$ cat src/logic/drive_profile_consts.svh
// constants for the drive profile assembly mapper
`ifndef DRIVE_PROFILE_CONSTS_SVH
`define DRIVE_PROFILE_CONSTS_SVH
// wishbone byte offsets
`define ADR_OUT_ASM 8'h00
`define ADR_CTRL 8'h04
`define ADR_IN_ASM 8'h08
`define ADR_STATE 8'h0C
`define ADR_IRQ_STAT 8'h10
`define ADR_IRQ_CLR 8'h14
`define ADR_IRQ_EN 8'h18
// inverter register numbers
`define INV_REG_RESET 16'h0002
`define INV_REG_RUN 16'h0009
`define INV_REG_MODE 16'h000A
`define INV_REG_FREQ 16'h000E
// register 9 bit positions
`define RUN_FWD_BIT 1
`define RUN_REV_BIT 2
// operation mode values and the reset register write value
`define MODE_EXT 16'h0010
`define MODE_NET 16'h0014
`define RESET_WR_VALUE 16'h0000
// output assembly byte 0 bit positions
`define OUT_FWD 0
`define OUT_REV 1
`define OUT_FCLR 2
`define OUT_CMD_SRC 5
`define OUT_SPD_SRC 6
// status word bit positions
`define ST_RUNNING 0
`define ST_FORWARD 1
`define ST_REVERSE 2
`define ST_ALARM 15
// scaling
`define DEFAULT_POLES 4'h4
`define HZ_DIVISOR 20'h00078
`define DISP_MAX 16'h270E
// interrupt event positions
`define EV_DONE 0
`define EV_RESET 1
`define EV_FAULT 2
`define EV_OVERRUN 3
`endif

$ cat src/logic/drive_profile_pkg.sv
// types for the drive profile assembly mapper
package drive_profile_pkg;
  typedef enum logic [2:0] {
    WR_IDLE = 3'b000,
    WR_RUN = 3'b001,
    WR_RESET = 3'b011,
    WR_MODE = 3'b010,
    WR_FREQ = 3'b110
  } wr_state_e;

  typedef struct packed {
    logic wr;
    logic [15:0] addr;
    logic [15:0] data;
  } inv_wr_s;

  typedef struct packed {
    wr_state_e fsm;
    logic [31:0] out_asm;
    logic inst21;
    logic inst21_cfg;
    logic fclr_prev;
    logic fclr_edge;
    logic boot_done;
    logic conv;
    logic [3:0] poles;
    inv_wr_s inv;
    logic ack;
    logic [31:0] rdata;
    logic [3:0] irq_stat;
    logic [3:0] irq_en;
    logic irq;
    logic [31:0] in_asm;
    logic alarm_prev;
  } mapper_state_s;
endpackage

$ cat src/logic/drive_profile_mapper.sv
// drive profile assembly mapper with wishbone register access
//
// The implementer's own choices: the Wishbone register port and the register addresses.
`timescale 1ns/1ps
`include "drive_profile_consts.svh"

module drive_profile_mapper
  import drive_profile_pkg::*;
(
  input wire logic clk_i,
  input wire logic rst_i,
  input wire logic wb_cyc_i,
  input wire logic wb_stb_i,
  input wire logic wb_we_i,
  input wire logic [7:0] wb_adr_i,
  input wire logic [3:0] wb_sel_i,
  input wire logic [31:0] wb_dat_i,
  output logic [31:0] wb_dat_o,
  output logic wb_ack_o,
  output logic irq_o,
  output logic inv_wr_o,
  output logic [15:0] inv_addr_o,
  output logic [15:0] inv_data_o,
  input wire logic inv_ack_i,
  input wire logic [15:0] inv_status_i,
  input wire logic [15:0] speed_actual_i,
  input wire logic [7:0] drive_state_i,
  input wire logic ready_i,
  input wire logic command_source_flag_i,
  input wire logic speed_source_flag_i,
  input wire logic at_speed_flag_i,
  input wire logic [15:0] speed_display_param_i,
  input wire logic [15:0] pole_setting_param_i,
  output logic [31:0] in_asm_o
);

  mapper_state_s q;
  mapper_state_s d;

  // returns {convert, poles} for the boot parameters
  function automatic logic [4:0] scaling(input logic [15:0] disp, input logic [15:0] pole);
    logic low;
    logic high;
    scaling = 5'h00;
    low = (pole >= 16'h0002) && (pole <= 16'h000A);
    high = (pole >= 16'h0066) && (pole <= 16'h006E);
    if (pole == 16'h0000 && disp <= `DISP_MAX)
    begin
      scaling = {1'b1, `DEFAULT_POLES};
    end
    else if (disp == 16'h0000 && low)
    begin
      scaling = {1'b1, pole[3:0]};
    end
    else if (disp != 16'h0000 && disp <= `DISP_MAX && high)
    begin
      scaling = {1'b1, 4'(pole - 16'h0064)};
    end
  endfunction

  function automatic logic [15:0] freq_cmd(input logic conv, input logic [3:0] poles,
                                           input logic [15:0] rpm);
    logic [19:0] prod;
    prod = 20'(rpm) * 20'(poles);
    if (conv)
    begin
      freq_cmd = 16'(prod / `HZ_DIVISOR);
    end
    else
    begin
      freq_cmd = rpm;
    end
  endfunction

  function automatic logic [31:0] merge(input logic [31:0] old, input logic [31:0] nw,
                                        input logic [3:0] sel);
    merge = old;
    for (int i = 0; i < 4; i++)
    begin
      if (sel[i])
      begin
        merge[i*8 +: 8] = nw[i*8 +: 8];
      end
    end
  endfunction

  logic req;
  logic wr_out;
  logic [3:0] ev;
  logic [3:0] clr;
  logic [7:0] byte0;
  logic [15:0] run_word;
  logic modes_equal;

  assign req = wb_cyc_i && wb_stb_i && !q.ack;
  assign wr_out = req && wb_we_i && (wb_adr_i == `ADR_OUT_ASM);
  assign byte0 = q.out_asm[7:0];
  assign modes_equal = byte0[`OUT_CMD_SRC] == byte0[`OUT_SPD_SRC];

  always_comb
  begin
    run_word = 16'h0000;
    run_word[`RUN_FWD_BIT] = byte0[`OUT_FWD];
    run_word[`RUN_REV_BIT] = q.inst21 && byte0[`OUT_REV];
  end

  always_comb
  begin
    d = q;
    ev = 4'h0;
    clr = 4'h0;
    // boot sampling of the scaling parameters, first edge after reset release
    if (!q.boot_done)
    begin
      d.boot_done = 1'b1;
      {d.conv, d.poles} = scaling(speed_display_param_i, pole_setting_param_i);
    end

    // input assembly built from inverter status
    d.in_asm = 32'h0000_0000;
    d.in_asm[0] = inv_status_i[`ST_ALARM];
    d.in_asm[1] = 1'b0;
    d.in_asm[2] = inv_status_i[`ST_RUNNING] && inv_status_i[`ST_FORWARD];
    d.in_asm[31:16] = speed_actual_i;
    if (q.inst21_cfg)
    begin
      d.in_asm[3] = inv_status_i[`ST_RUNNING] && inv_status_i[`ST_REVERSE];
      d.in_asm[4] = ready_i;
      d.in_asm[5] = command_source_flag_i;
      d.in_asm[6] = speed_source_flag_i;
      d.in_asm[7] = at_speed_flag_i;
      d.in_asm[15:8] = drive_state_i;
    end
    d.alarm_prev = inv_status_i[`ST_ALARM];
    ev[`EV_FAULT] = inv_status_i[`ST_ALARM] && !q.alarm_prev;

    // inverter write sequencer, one register write per handshake
    case (q.fsm)
      WR_IDLE:
      begin
        if (wr_out)
        begin
          d.out_asm = merge(q.out_asm, wb_dat_i, wb_sel_i);
          d.inst21 = q.inst21_cfg;
          d.fclr_edge = d.out_asm[`OUT_FCLR] && !q.fclr_prev;
          d.fclr_prev = d.out_asm[`OUT_FCLR];
          d.fsm = WR_RUN;
        end
      end
      WR_RUN:
      begin
        d.inv = '{wr: 1'b1, addr: `INV_REG_RUN, data: run_word};
        if (q.inv.wr && inv_ack_i)
        begin
          d.inv.wr = 1'b0;
          if (q.fclr_edge)
          begin
            d.fsm = WR_RESET;
          end
          else if (q.inst21 && modes_equal)
          begin
            d.fsm = WR_MODE;
          end
          else
          begin
            d.fsm = WR_FREQ;
          end
        end
      end
      WR_RESET:
      begin
        d.inv = '{wr: 1'b1, addr: `INV_REG_RESET, data: `RESET_WR_VALUE};
        if (q.inv.wr && inv_ack_i)
        begin
          d.inv.wr = 1'b0;
          ev[`EV_RESET] = 1'b1;
          d.fsm = (q.inst21 && modes_equal) ? WR_MODE : WR_FREQ;
        end
      end
      WR_MODE:
      begin
        d.inv.wr = 1'b1;
        d.inv.addr = `INV_REG_MODE;
        d.inv.data = byte0[`OUT_CMD_SRC] ? `MODE_NET : `MODE_EXT;
        if (q.inv.wr && inv_ack_i)
        begin
          d.inv.wr = 1'b0;
          d.fsm = WR_FREQ;
        end
      end
      WR_FREQ:
      begin
        d.inv.wr = 1'b1;
        d.inv.addr = `INV_REG_FREQ;
        d.inv.data = freq_cmd(q.conv, q.poles, q.out_asm[31:16]);
        if (q.inv.wr && inv_ack_i)
        begin
          d.inv.wr = 1'b0;
          ev[`EV_DONE] = 1'b1;
          d.fsm = WR_IDLE;
        end
      end
      default:
      begin
        d.fsm = WR_IDLE;
        d.inv.wr = 1'b0;
      end
    endcase
    if (wr_out && q.fsm != WR_IDLE)
    begin
      ev[`EV_OVERRUN] = 1'b1;
    end

    // wishbone slave, answer one cycle after the request
    d.ack = req;
    d.rdata = 32'h0000_0000;
    if (req && wb_we_i)
    begin
      case (wb_adr_i)
        `ADR_CTRL:
        begin
          if (wb_sel_i[0])
          begin
            d.inst21_cfg = wb_dat_i[0];
          end
        end
        `ADR_IRQ_CLR:
        begin
          clr = wb_dat_i[3:0];
        end
        `ADR_IRQ_EN:
        begin
          if (wb_sel_i[0])
          begin
            d.irq_en = wb_dat_i[3:0];
          end
        end
        default:
        begin
          d.rdata = 32'h0000_0000;
        end
      endcase
    end
    else if (req)
    begin
      case (wb_adr_i)
        `ADR_OUT_ASM: d.rdata = q.out_asm;
        `ADR_CTRL: d.rdata = {31'h0, q.inst21_cfg};
        `ADR_IN_ASM: d.rdata = q.in_asm;
        `ADR_STATE: d.rdata = {24'h0, q.conv, q.poles, q.fsm};
        `ADR_IRQ_STAT: d.rdata = {28'h0, q.irq_stat};
        `ADR_IRQ_EN: d.rdata = {28'h0, q.irq_en};
        default: d.rdata = 32'h0000_0000;
      endcase
    end

    // sticky events, a set in the clearing cycle wins
    d.irq_stat = (q.irq_stat & ~clr) | ev;
    d.irq = |(d.irq_stat & d.irq_en);
  end

  always_ff @(posedge clk_i)
  begin
    if (rst_i)
    begin
      q <= '{fsm: WR_IDLE, default: '0};
    end
    else
    begin
      q <= d;
    end
  end

  assign wb_dat_o = q.rdata;
  assign wb_ack_o = q.ack;
  assign irq_o = q.irq;
  assign inv_wr_o = q.inv.wr;
  assign inv_addr_o = q.inv.addr;
  assign inv_data_o = q.inv.data;
  assign in_asm_o = q.in_asm;

  property p_run_fwd;
    @(posedge clk_i) disable iff (rst_i)
    inv_wr_o && inv_addr_o == `INV_REG_RUN |-> inv_data_o[1] == q.out_asm[0];
  endproperty
  a_run_fwd: assert property (p_run_fwd) else $error("forward bit of register 9 wrong");

  property p_run_rev;
    @(posedge clk_i) disable iff (rst_i)
    inv_wr_o && inv_addr_o == `INV_REG_RUN |->
      inv_data_o[2] == (q.inst21 && q.out_asm[1]);
  endproperty
  a_run_rev: assert property (p_run_rev) else $error("reverse bit of register 9 wrong");

  property p_reset_edge;
    @(posedge clk_i) disable iff (rst_i)
    inv_wr_o && inv_addr_o == `INV_REG_RESET |-> q.out_asm[2] && q.fclr_edge;
  endproperty
  a_reset_edge: assert property (p_reset_edge) else $error("reset without rising clear");

  property p_mode_value;
    @(posedge clk_i) disable iff (rst_i)
    inv_wr_o && inv_addr_o == `INV_REG_MODE |-> q.out_asm[5] == q.out_asm[6] &&
      inv_data_o == (q.out_asm[5] ? `MODE_NET : `MODE_EXT);
  endproperty
  a_mode_value: assert property (p_mode_value) else $error("mode write wrong");

  property p_freq_pass;
    @(posedge clk_i) disable iff (rst_i)
    inv_wr_o && inv_addr_o == `INV_REG_FREQ && !q.conv |-> inv_data_o == q.out_asm[31:16];
  endproperty
  a_freq_pass: assert property (p_freq_pass) else $error("speed not passed through");

  property p_freq_conv;
    @(posedge clk_i) disable iff (rst_i)
    inv_wr_o && inv_addr_o == `INV_REG_FREQ && q.conv |->
      20'(inv_data_o) * 20'd120 <= 20'(q.out_asm[31:16]) * 20'(q.poles) &&
      (20'(inv_data_o) + 20'd1) * 20'd120 > 20'(q.out_asm[31:16]) * 20'(q.poles);
  endproperty
  a_freq_conv: assert property (p_freq_conv) else $error("converted speed wrong");

  property p_boot_hold;
    @(posedge clk_i) disable iff (rst_i)
    q.boot_done && $past(q.boot_done) |-> $stable(q.conv) && $stable(q.poles);
  endproperty
  a_boot_hold: assert property (p_boot_hold) else $error("scaling changed after boot");

  property p_faulted;
    @(posedge clk_i) disable iff (rst_i)
    !$past(rst_i) |-> in_asm_o[0] == $past(inv_status_i[15]) && in_asm_o[1] == 1'b0;
  endproperty
  a_faulted: assert property (p_faulted) else $error("faulted or warning bit wrong");

  property p_fwd_running;
    @(posedge clk_i) disable iff (rst_i)
    !$past(rst_i) |-> in_asm_o[2] == ($past(inv_status_i[0]) && $past(inv_status_i[1]));
  endproperty
  a_fwd_running: assert property (p_fwd_running) else $error("forward running wrong");

  property p_mode_gate;
    @(posedge clk_i) disable iff (rst_i)
    inv_wr_o && inv_addr_o == `INV_REG_MODE |-> q.inst21;
  endproperty
  a_mode_gate: assert property (p_mode_gate) else $error("mode write for assembly 20");

  property p_in70_layout;
    @(posedge clk_i) disable iff (rst_i)
    !$past(rst_i) && !$past(q.inst21_cfg) |->
      in_asm_o[15:3] == 13'h0000 && in_asm_o[31:16] == $past(speed_actual_i);
  endproperty
  a_in70_layout: assert property (p_in70_layout) else $error("assembly 70 layout wrong");

  property p_in71_layout;
    @(posedge clk_i) disable iff (rst_i)
    !$past(rst_i) && $past(q.inst21_cfg) |->
      in_asm_o[15:3] == {$past(drive_state_i), $past(at_speed_flag_i),
      $past(speed_source_flag_i), $past(command_source_flag_i), $past(ready_i),
      $past(inv_status_i[0]) && $past(inv_status_i[2])};
  endproperty
  a_in71_layout: assert property (p_in71_layout) else $error("assembly 71 layout wrong");

  property p_ack_pulse;
    @(posedge clk_i) disable iff (rst_i)
    wb_ack_o |=> !wb_ack_o;
  endproperty
  a_ack_pulse: assert property (p_ack_pulse) else $error("ack held too long");

endmodule // drive_profile_mapper

$ cat config.mk
export PLATFORM = sky130hd
export DESIGN_NAME = drive_profile_mapper
export DESIGN_NICKNAME = d
export VERILOG_FILES = /design/src/logic/drive_profile_pkg.sv /design/src/logic/drive_profile_mapper.sv
export VERILOG_INCLUDE_DIRS = /design/src /design/src/logic
export SDC_FILE = /design/constraint.sdc
export NUM_CORES = 1
export LEC_CHECK = 0
export ABC_CLOCK_PERIOD_IN_PS = 19750
export BUFFER_PORTS_ARGS = -buffer_cell sky130_fd_sc_hd__buf_2
export CAP_MARGIN = 20
export CORE_MARGIN = 4
export CORE_UTILIZATION = 54
export CTS_CLUSTER_SIZE = 25
export DETAILED_ROUTE_END_ITERATION = 8
export GPL_ROUTABILITY_DRIVEN = 0
export PLACE_DENSITY_LB_ADDON = 0.25
export SLEW_MARGIN = 40
export SYNTH_ARGS = -nofsm -noshare
export SYNTH_HDL_FRONTEND = slang
export SYNTH_SLANG_ARGS = --single-unit
$ cat constraint.sdc
create_clock -name clk_i -period 19.75 [get_ports clk_i]
set_clock_uncertainty 0.05 [all_clocks]
set_input_delay 3.95 -clock clk_i [delete_from_list [all_inputs] [get_ports clk_i]]
set_output_delay 3.95 -clock clk_i [all_outputs]
set_load 0.005 [all_outputs]
==> results of run 1 <==
[cell families after synthesis]
group | synth area share [%]
AND/OR/NAND/NOR | 22.6
AO/OA/AOI/OAI | 23.2
buffers and inverters | 11.7
flip-flops | 27.9
adder cells (fa/ha/maj) | 9.96
XOR/XNOR | 2.55
multiplexers | 2.01
other | 0.0379
[state kept, by name (all words and copies together) (netlist names)]
register	count
inv_data_o	16
q	44
in_asm_o	31
wb_dat_o	32
irq_o	1
byte0	8
wb_ack_o	1
inv_addr_o	4
inv_wr_o	1
[layer usage]
layer / wire length [um] / GRT usage (%) / vias up
met5: 0 / 0 / -
met3: 1870 / 4.79 / 41
met2: 13300 / 43.1 / 337
met1: 11700 / 34.2 / 4417
li1: - / - / 4477
met4: 493 / 7.43 / 0
[power groups by stage]
| stage | combinational, mW | clock (mW) | sequential (mW) |
|---|---|---|---|
| finish | 0.0342 | 0.335 | 0.286 |
| floorplan | 0.0210 | 0 | 0.290 |
| global placement | 0.0334 | 0 | 0.292 |
| detailed placement | 0.0339 | 0 | 0.292 |
| CTS | 0.0341 | 0.339 | 0.286 |
| global route | 0.0381 | 0.352 | 0.286 |
[cells in the final DEF (no fill, tap or decap), types with 12 or more instances in the layout]
cell type,n
a31oi_1,12
nor2_1,104
conb_1,13
clkbuf_16,17
dfxtp_1,138
buf_2,199
nand3_1,69
a21o_1,13
ha_1,29
nor2b_1,23
xnor2_1,17
nor3_1,16
a21oi_1,104
a22oi_1,38
nand2_1,113
o211ai_1,18
a211oi_1,15
o21ai_0,37
and2_1,67
fa_1,28
nor4_1,12
inv_1,44
[worst register-to-register path: stages (launching register included)]
cell and delay [ps]:
dfxtp_1 820, nand2_1 190, fa_1 530, fa_1 550, inv_1 70, fa_1 480, a211oi_1 360, o21ai_1 230
a211o_1 320, and3_1 210, and3_1 260, maj3_1 370, mux2_2 280, mux2i_1 470, o221ai_1 220, maj3_2 360
a211o_1 440, or2_1 300, o211a_1 160, o211a_1 230, a221o_1 380, mux2_4 330, or4_4 550, a21o_1 310
xnor2_1 270, o211ai_1 140, a22oi_2 240, o32ai_2 120
[metrics by stage]
stage	total power, mW	hold WS, ps	utilization (%)	std cells	worst slack (ps)
2_1_floorplan	0.311	386	-	1253	11590
3_3_place_gp	0.325	393	57.1	1528	10540
3_5_place_dp	0.326	399	57.1	1528	10410
4_1_cts	0.659	408	60.6	1560	10410
5_1_grt	0.676	443	60.6	1560	9850
6_report	0.656	408	60.6	1560	10360
[cell type report]
class | instances | area, um2 | share of cell area [%]
clock buffers | 17 | 425 | 3.89
clock inverters | 15 | 198 | 1.81
inverters | 44 | 165 | 1.51
multi-input cells | 911 | 6040 | 55.3
flip-flops and latches | 138 | 2760 | 25.3
well taps | 229 | 287 | 2.62
repair buffers | 206 | 1050 | 9.63
[final timing paths]
check                                           start                         end
worst min-delay path            byte0[0]$_SDFFE_PP0P_       byte0[0]$_SDFFE_PP0P_
worst max register to register    q[110]$_SDFFE_PP0N_  inv_data_o[0]$_SDFFE_PP0P_
worst max-delay path              q[110]$_SDFFE_PP0N_  inv_data_o[0]$_SDFFE_PP0P_
worst min register to register  byte0[0]$_SDFFE_PP0P_       byte0[0]$_SDFFE_PP0P_
==> flow_summary.yaml, run 1 <==
critical_path:
  worstSetupEndpointType: "flip-flop"
  required_ps: 20000
  crit_buf_inv: 1
  worstSetupPathType: "flip-flop to flip-flop"
  worstRegToRegCells: 27
  cp_num_cells: 27
  start_kind: "flip-flop"
  r2r_slack_ps: 10360
  arrival_ps: 9650
  cpPeakStageDelay_ps: 820
  cp_common_cell: "fa_1"
  crit_fanout: 18
  cp_slowest_cell: "dfxtp_1"
  crit_family: "compound AO/OA/AOI/OAI gates"
global_routing:
  grt_antenna_before_repair: 0
  grt_pass1_wl_mm: 43.4
  first_global_vias: 8764
  grt_usage_pct: 25.8
  grt_max_degree: 88
  overflow: 0
timing:
  rsz0062_at_grt: "no"
  min_period_ps: 9390
  tightest_slew_ps: 793
  hold_viol: 0
  drv_slew: 0
  fmax_ghz: 0.106
  tns_ps: 0
  relSlewSlack_pct: 46.6
  layout_worst_path_cycle_share_pct: 47.6
  setup_violations: 0
route:
  ant_nets: 0
  vias: 9272
  drt_drc_violations_left: 0
  vias_per_cell: 5.94
  wl_per_cell_um: 17.6
  first_pass_iters: 5
  drt_iter0_drc: 661
  routed_wl_mm: 27.4
synth:
  synthCells: 1241
  synth.distinct_cells: 90
  syn_area_per_cell_um2: 7.98
  yosys.cell_count.top_type: "dfxtp_1"
  synth_warnings: 0
  synth_edf_count: 0
  synth_top_area_cell: "dfxtp_1"
  synth_seq_cells: 138
  ys_top_cells_by_area: "dfxtp_1 28%, buf_4 7.3%, fa_1 5.7%"
  async_flop_share_pct: 0
  ys.flop_type: "dfxtp_1"
  syn_area_um2: 9900
  seq_area_frac_synth_pct: 27.9
  synthTopCellsByCount: "138 x dfxtp_1, 113 x nand2_1, 105 x nor2_1, 104 x a21oi_1, 96 x buf_4"
  synth_top_area_share_pct: 27.9
floorplan:
  num_rows: 49
  start_util_pct: 54.9
  die_w_um: 143
  core_area_um2: 18000
  die_h_um: 143
  ios: 225
  dieArea_um2: 20600
layout:
  diodes: 0
  nets: 1501
  fillCellCount: 1632
  final_area_um2: 10900
  final_layout_size_suffix_gt1_share_pct: 20.4
  area_delta_synth_final_pct: 10.4
power_and_ir_drop:
  swShare_pct: 25.2
  comb_power_share_pct: 5.2
  p_leak_nw: 4.58
  ir_worst_vdd_mv: 0.0583
  switchingPower_uw: 165
  clkPwrFrac_pct: 51.2
  p_seq_share_pct: 43.6
  powerDensity_nw_per_um2: 60.0
  intPower_uw: 491
clock_network:
  max-clock-path-buffers: 2
  cts_htree_levels: 4
  cts_buffers: 17
  clockRootBuffer: "clkbuf_16"
  clock-sinks: 138
  cts_setup_buffers: 0
  cts_resized: 0
  clk_latency_ps: 430
  hold_buffers: 0
  path_clk_slew_ps: 70
  cts_tree: "done"
placed_design:
  io_buffers: 199
  placed_cell_area_um2: 10300
  place_hpwl_mm: 20.2
worst_hold_path:
  holdPathStages: 2
  hold_path.class: "flip-flop to flip-flop"
flow_run:
  max_cap_violations: 0
status:
  status: "complete, no violations"
No activity file was read; power rests on OpenSTA's default activity.
==> inputs of run 2 (changes only) <==
--- a/config.mk
+++ b/config.mk
@@ -6,11 +6,12 @@
 export SDC_FILE = /design/constraint.sdc
 export NUM_CORES = 1
 export LEC_CHECK = 0
-export ABC_CLOCK_PERIOD_IN_PS = 19750
+export ABC_AREA = 1
+export ABC_CLOCK_PERIOD_IN_PS = 8340
 export BUFFER_PORTS_ARGS = -buffer_cell sky130_fd_sc_hd__buf_2
 export CAP_MARGIN = 20
 export CORE_MARGIN = 4
-export CORE_UTILIZATION = 54
+export CORE_UTILIZATION = 50
 export CTS_CLUSTER_SIZE = 25
 export DETAILED_ROUTE_END_ITERATION = 8
 export GPL_ROUTABILITY_DRIVEN = 0
==> constraint.sdc (replaced) <==
create_clock -name clk_i -period 8.34 [get_ports clk_i]
set_clock_uncertainty 0.05 [all_clocks]
set_input_delay 1.668 -clock clk_i [delete_from_list [all_inputs] [get_ports clk_i]]
set_output_delay 1.668 -clock clk_i [all_outputs]
set_load 0.005 [all_outputs]
==> run 2 against run 1 <==
Total power increased to 2.5 times the previous value. Combinational power increased to 4.6 times the previous value. Largest power group unchanged. Routed wire length is 0.72% lower. Global-route usage down 2.4 points. Utilization hardly changed. Area after synthesis increased by 0.75%. Synthesized cell count rose by 21%. Final cell count rose by 23%. Flip-flop and latch count unchanged. Design area grew 8.4%. Non-clock buffer count up 33.
==> flow_summary.yaml, run 2 <==
status:
  status: "complete, no violations"
timing:
  tightest_slew_ps: 705
  finalWorstSetupSlack_ps: 274
  tns_ps: 0
  setup_violations: 0
  drv_slew: 0
  min_period_ps: 8070
  layout_worst_path_cycle_share_pct: 96.7
  relSlewSlack_pct: 52.7
  hold-worst-slack_ps: 397
  hold_viol: 0
  rsz0062_at_grt: "yes"
  fmax_ghz: 0.124
floorplan:
  num_rows: 51
  start_util_pct: 51.1
  die_h_um: 149
  ios: 225
  die_w_um: 149
  core_area_um2: 19500
  dieArea_um2: 22300
synth:
  synth_seq_cells: 138
  seq_area_frac_synth_pct: 27.7
  syn_area_um2: 9970
  synth_warnings: 0
  syn_area_per_cell_um2: 6.65
  async_flop_share_pct: 0
  ys.flop_type: "dfxtp_1"
  synth_top_area_share_pct: 27.7
  ys_top_cells_by_area: "dfxtp_1 28%, nand2_1 13%, inv_1 11%"
  synth.distinct_cells: 55
  synthCells: 1500
  synth_top_area_cell: "dfxtp_1"
  synth_edf_count: 0
  yosys.cell_count.top_type: "nand2_1"
  synthTopCellsByCount: "340 x nand2_1, 279 x inv_1, 138 x dfxtp_1, 127 x nor2_1, 101 x a21oi_1"
layout:
  fin_cells: 1918
  regArea_um2: 2780
  nets: 1821
  fillCellCount: 1840
  multiInputGateArea_um2: 5700
  largest_register_ffs: 44
  top_register: "q"
  area_delta_synth_final_pct: 18.8
  final_layout_size_suffix_gt1_share_pct: 25.6
  layout_commonest_cell: "nand2_1"
  layout_common_cells: "316 x nand2_1, 277 x inv_1, 199 x buf_2"
power_and_ir_drop:
  p_leak_nw: 6.22
  comb_power_share_pct: 9.4
  powerDensity_nw_per_um2: 140
  clkPwrFrac_pct: 48.6
  intPower_mw: 1.22
  p_seq_share_pct: 42.0
  total_power_mw: 1.65
  ir_worst_vdd_mv: 0.112
  swShare_pct: 26.1
  switchingPower_uw: 431
route:
  wl_per_cell_um: 14.2
  first_pass_iters: 5
  vias: 9592
  vias_per_cell: 5.00
  ant_nets: 0
  drt_drc_violations_left: 0
  routed_wl_mm: 27.2
  drt_iter0_drc: 490
global_routing:
  overflow: 0
  first_global_vias: 8912
  grt_antenna_before_repair: 1
  grt_max_degree: 55
  grt_usage_pct: 23.4
  grt_pass1_wl_mm: 42.2
clock_network:
  hold_buffers: 0
  cts_buffers: 17
  path_clk_slew_ps: 60
  max-clock-path-buffers: 2
  cts_htree_levels: 4
  clk_latency_ps: 430
  clockRootBuffer: "clkbuf_16"
  clock-sinks: 138
  cts_tree: "done"
critical_path:
  startpoint: "q[111]$_SDFFE_PP0N_"
  r2r_slack_ps: 270
  reg2reg_to: "inv_data_o[0]$_SDFFE_PP0P_"
  start_kind: "flip-flop"
  cp_common_cell: "nand2_1"
  crit_fanout: 16
  cp_slowest_cell: "fa_1"
  worstSetupPathType: "flip-flop to flip-flop"
  worstRegToRegCells: 57
  required_ps: 8650
  r2r_start: "q[111]$_SDFFE_PP0N_"
  cpPeakStageDelay_ps: 540
  worstSetupEndpointType: "flip-flop"
  arrival_ps: 8370
flow_run:
  max_cap_violations: 0
worst_hold_path:
  hp-start: "q[132]$_SDFFE_PP0P_"
  holdPathStages: 2
  hold_path.class: "flip-flop to flip-flop"
  holdPathEnd: "q[132]$_SDFFE_PP0P_"
placed_design:
  io_buffers: 199
  place_hpwl_mm: 20.6
  placed_cells: 1858
  place_ws_ps: 15.3
## run 2: cell types whose count changed in the layout (fill, tap and decap cells not counted), moves of 23 or more
cell	previous run	this run
o21ai_0	37	61
buf_4	6	38
nor2b_1	23	0
inv_1	44	277
a22oi_1	38	0
nand2_2	0	42
and2_1	67	1
nand2_1	113	316
## run 2: worst max-delay path, delay by kind of cell, from the launching register on
family / cells / cell delay, ps
buffers and inverters: 8 / 810
AOI/OAI and AO/OA: 11 / 1620
adders and majority gates: 3 / 1370
and+or+nand+nor: 35 / 3740
DFF: 1 / 360
## run 2: how the worst max path moves through the flow
stage          cells past startpoint  slack (ps)                    endpoint
2_1_floorplan                     65         840  inv_data_o[0]$_SDFFE_PP0P_
3_3_place_gp                      65         240  inv_data_o[0]$_SDFFE_PP0P_
3_5_place_dp                      63          20  inv_data_o[0]$_SDFFE_PP0P_
4_1_cts                           63         100  inv_data_o[0]$_SDFFE_PP0P_
5_1_grt                           61        -310  inv_data_o[0]$_SDFFE_PP0P_
6_report                          57         270  inv_data_o[0]$_SDFFE_PP0P_
## run 2: final cells by class
class                           instances  share of cell area (%)
Clock inverter                         14                    1.54
Sequential cell                       138                    23.5
Multi-Input combinational cell        952                    48.1
Tap cell                              265                    2.80
Antenna cell                            2                  0.0423
Clock buffer                           18                    3.71
Timing Repair Buffer                  239                    11.1
Inverter                              290                    9.19
## run 2: cell families (layout without fill, tap and decap cells)
| family | count (synthesis) | in the layout | synth area share (%) |
|---|---|---|---|
| flip-flops | 138 | 138 | 27.7 |
| AO/OA/AOI/OAI | 238 | 238 | 14.4 |
| AND/OR/NAND/NOR | 632 | 632 | 28.0 |
| other | 1 | 15 | 0.0376 |
| adder cells (fa/ha/maj) | 57 | 57 | 9.26 |
| XOR/XNOR | 12 | 12 | 1.05 |
| buffers and inverters | 422 | 561 | 19.5 |
## run 2: routing by layer
| metal | wire length [um] | share of wire (%) | up-vias | global-route usage (%) |
|---|---|---|---|---|
| met1 | 11100 | 41 | 4396 | 28.0 |
| met5 | 12 | 0.044 | - | 0 |
| met4 | 591 | 2.2 | 2 | 7.09 |
| li1 | - | - | 4867 | - |
| met2 | 13900 | 51 | 277 | 41.9 |
| met3 | 1620 | 6.0 | 50 | 5.17 |
## run 2: repair_timing
item,4_1_cts,5_1_grt
endpoints found under the hold margin,0,0
resized for setup,1,98
pin swaps,0,39
gates cloned,0,0
setup buffers,0,26
endpoints found under the setup margin,1,4
## run 2: power groups by stage
stage,logic (mW),registers (mW),clock network (mW)
floorplan,0.102,0.705,0
global placement,0.151,0.709,0
detailed placement,0.153,0.708,0
CTS,0.154,0.694,0.810
global route,0.174,0.696,0.842
finish,0.156,0.694,0.803
## run 2: per-stage QoR
step | util, % | area (um2)
after floorplan | - | 10000
after global placement | 54.4 | 10600
after detailed placement | 54.4 | 10600
after CTS | 57.6 | 11200
after global routing | 60.6 | 11800
final | 60.6 | 11800
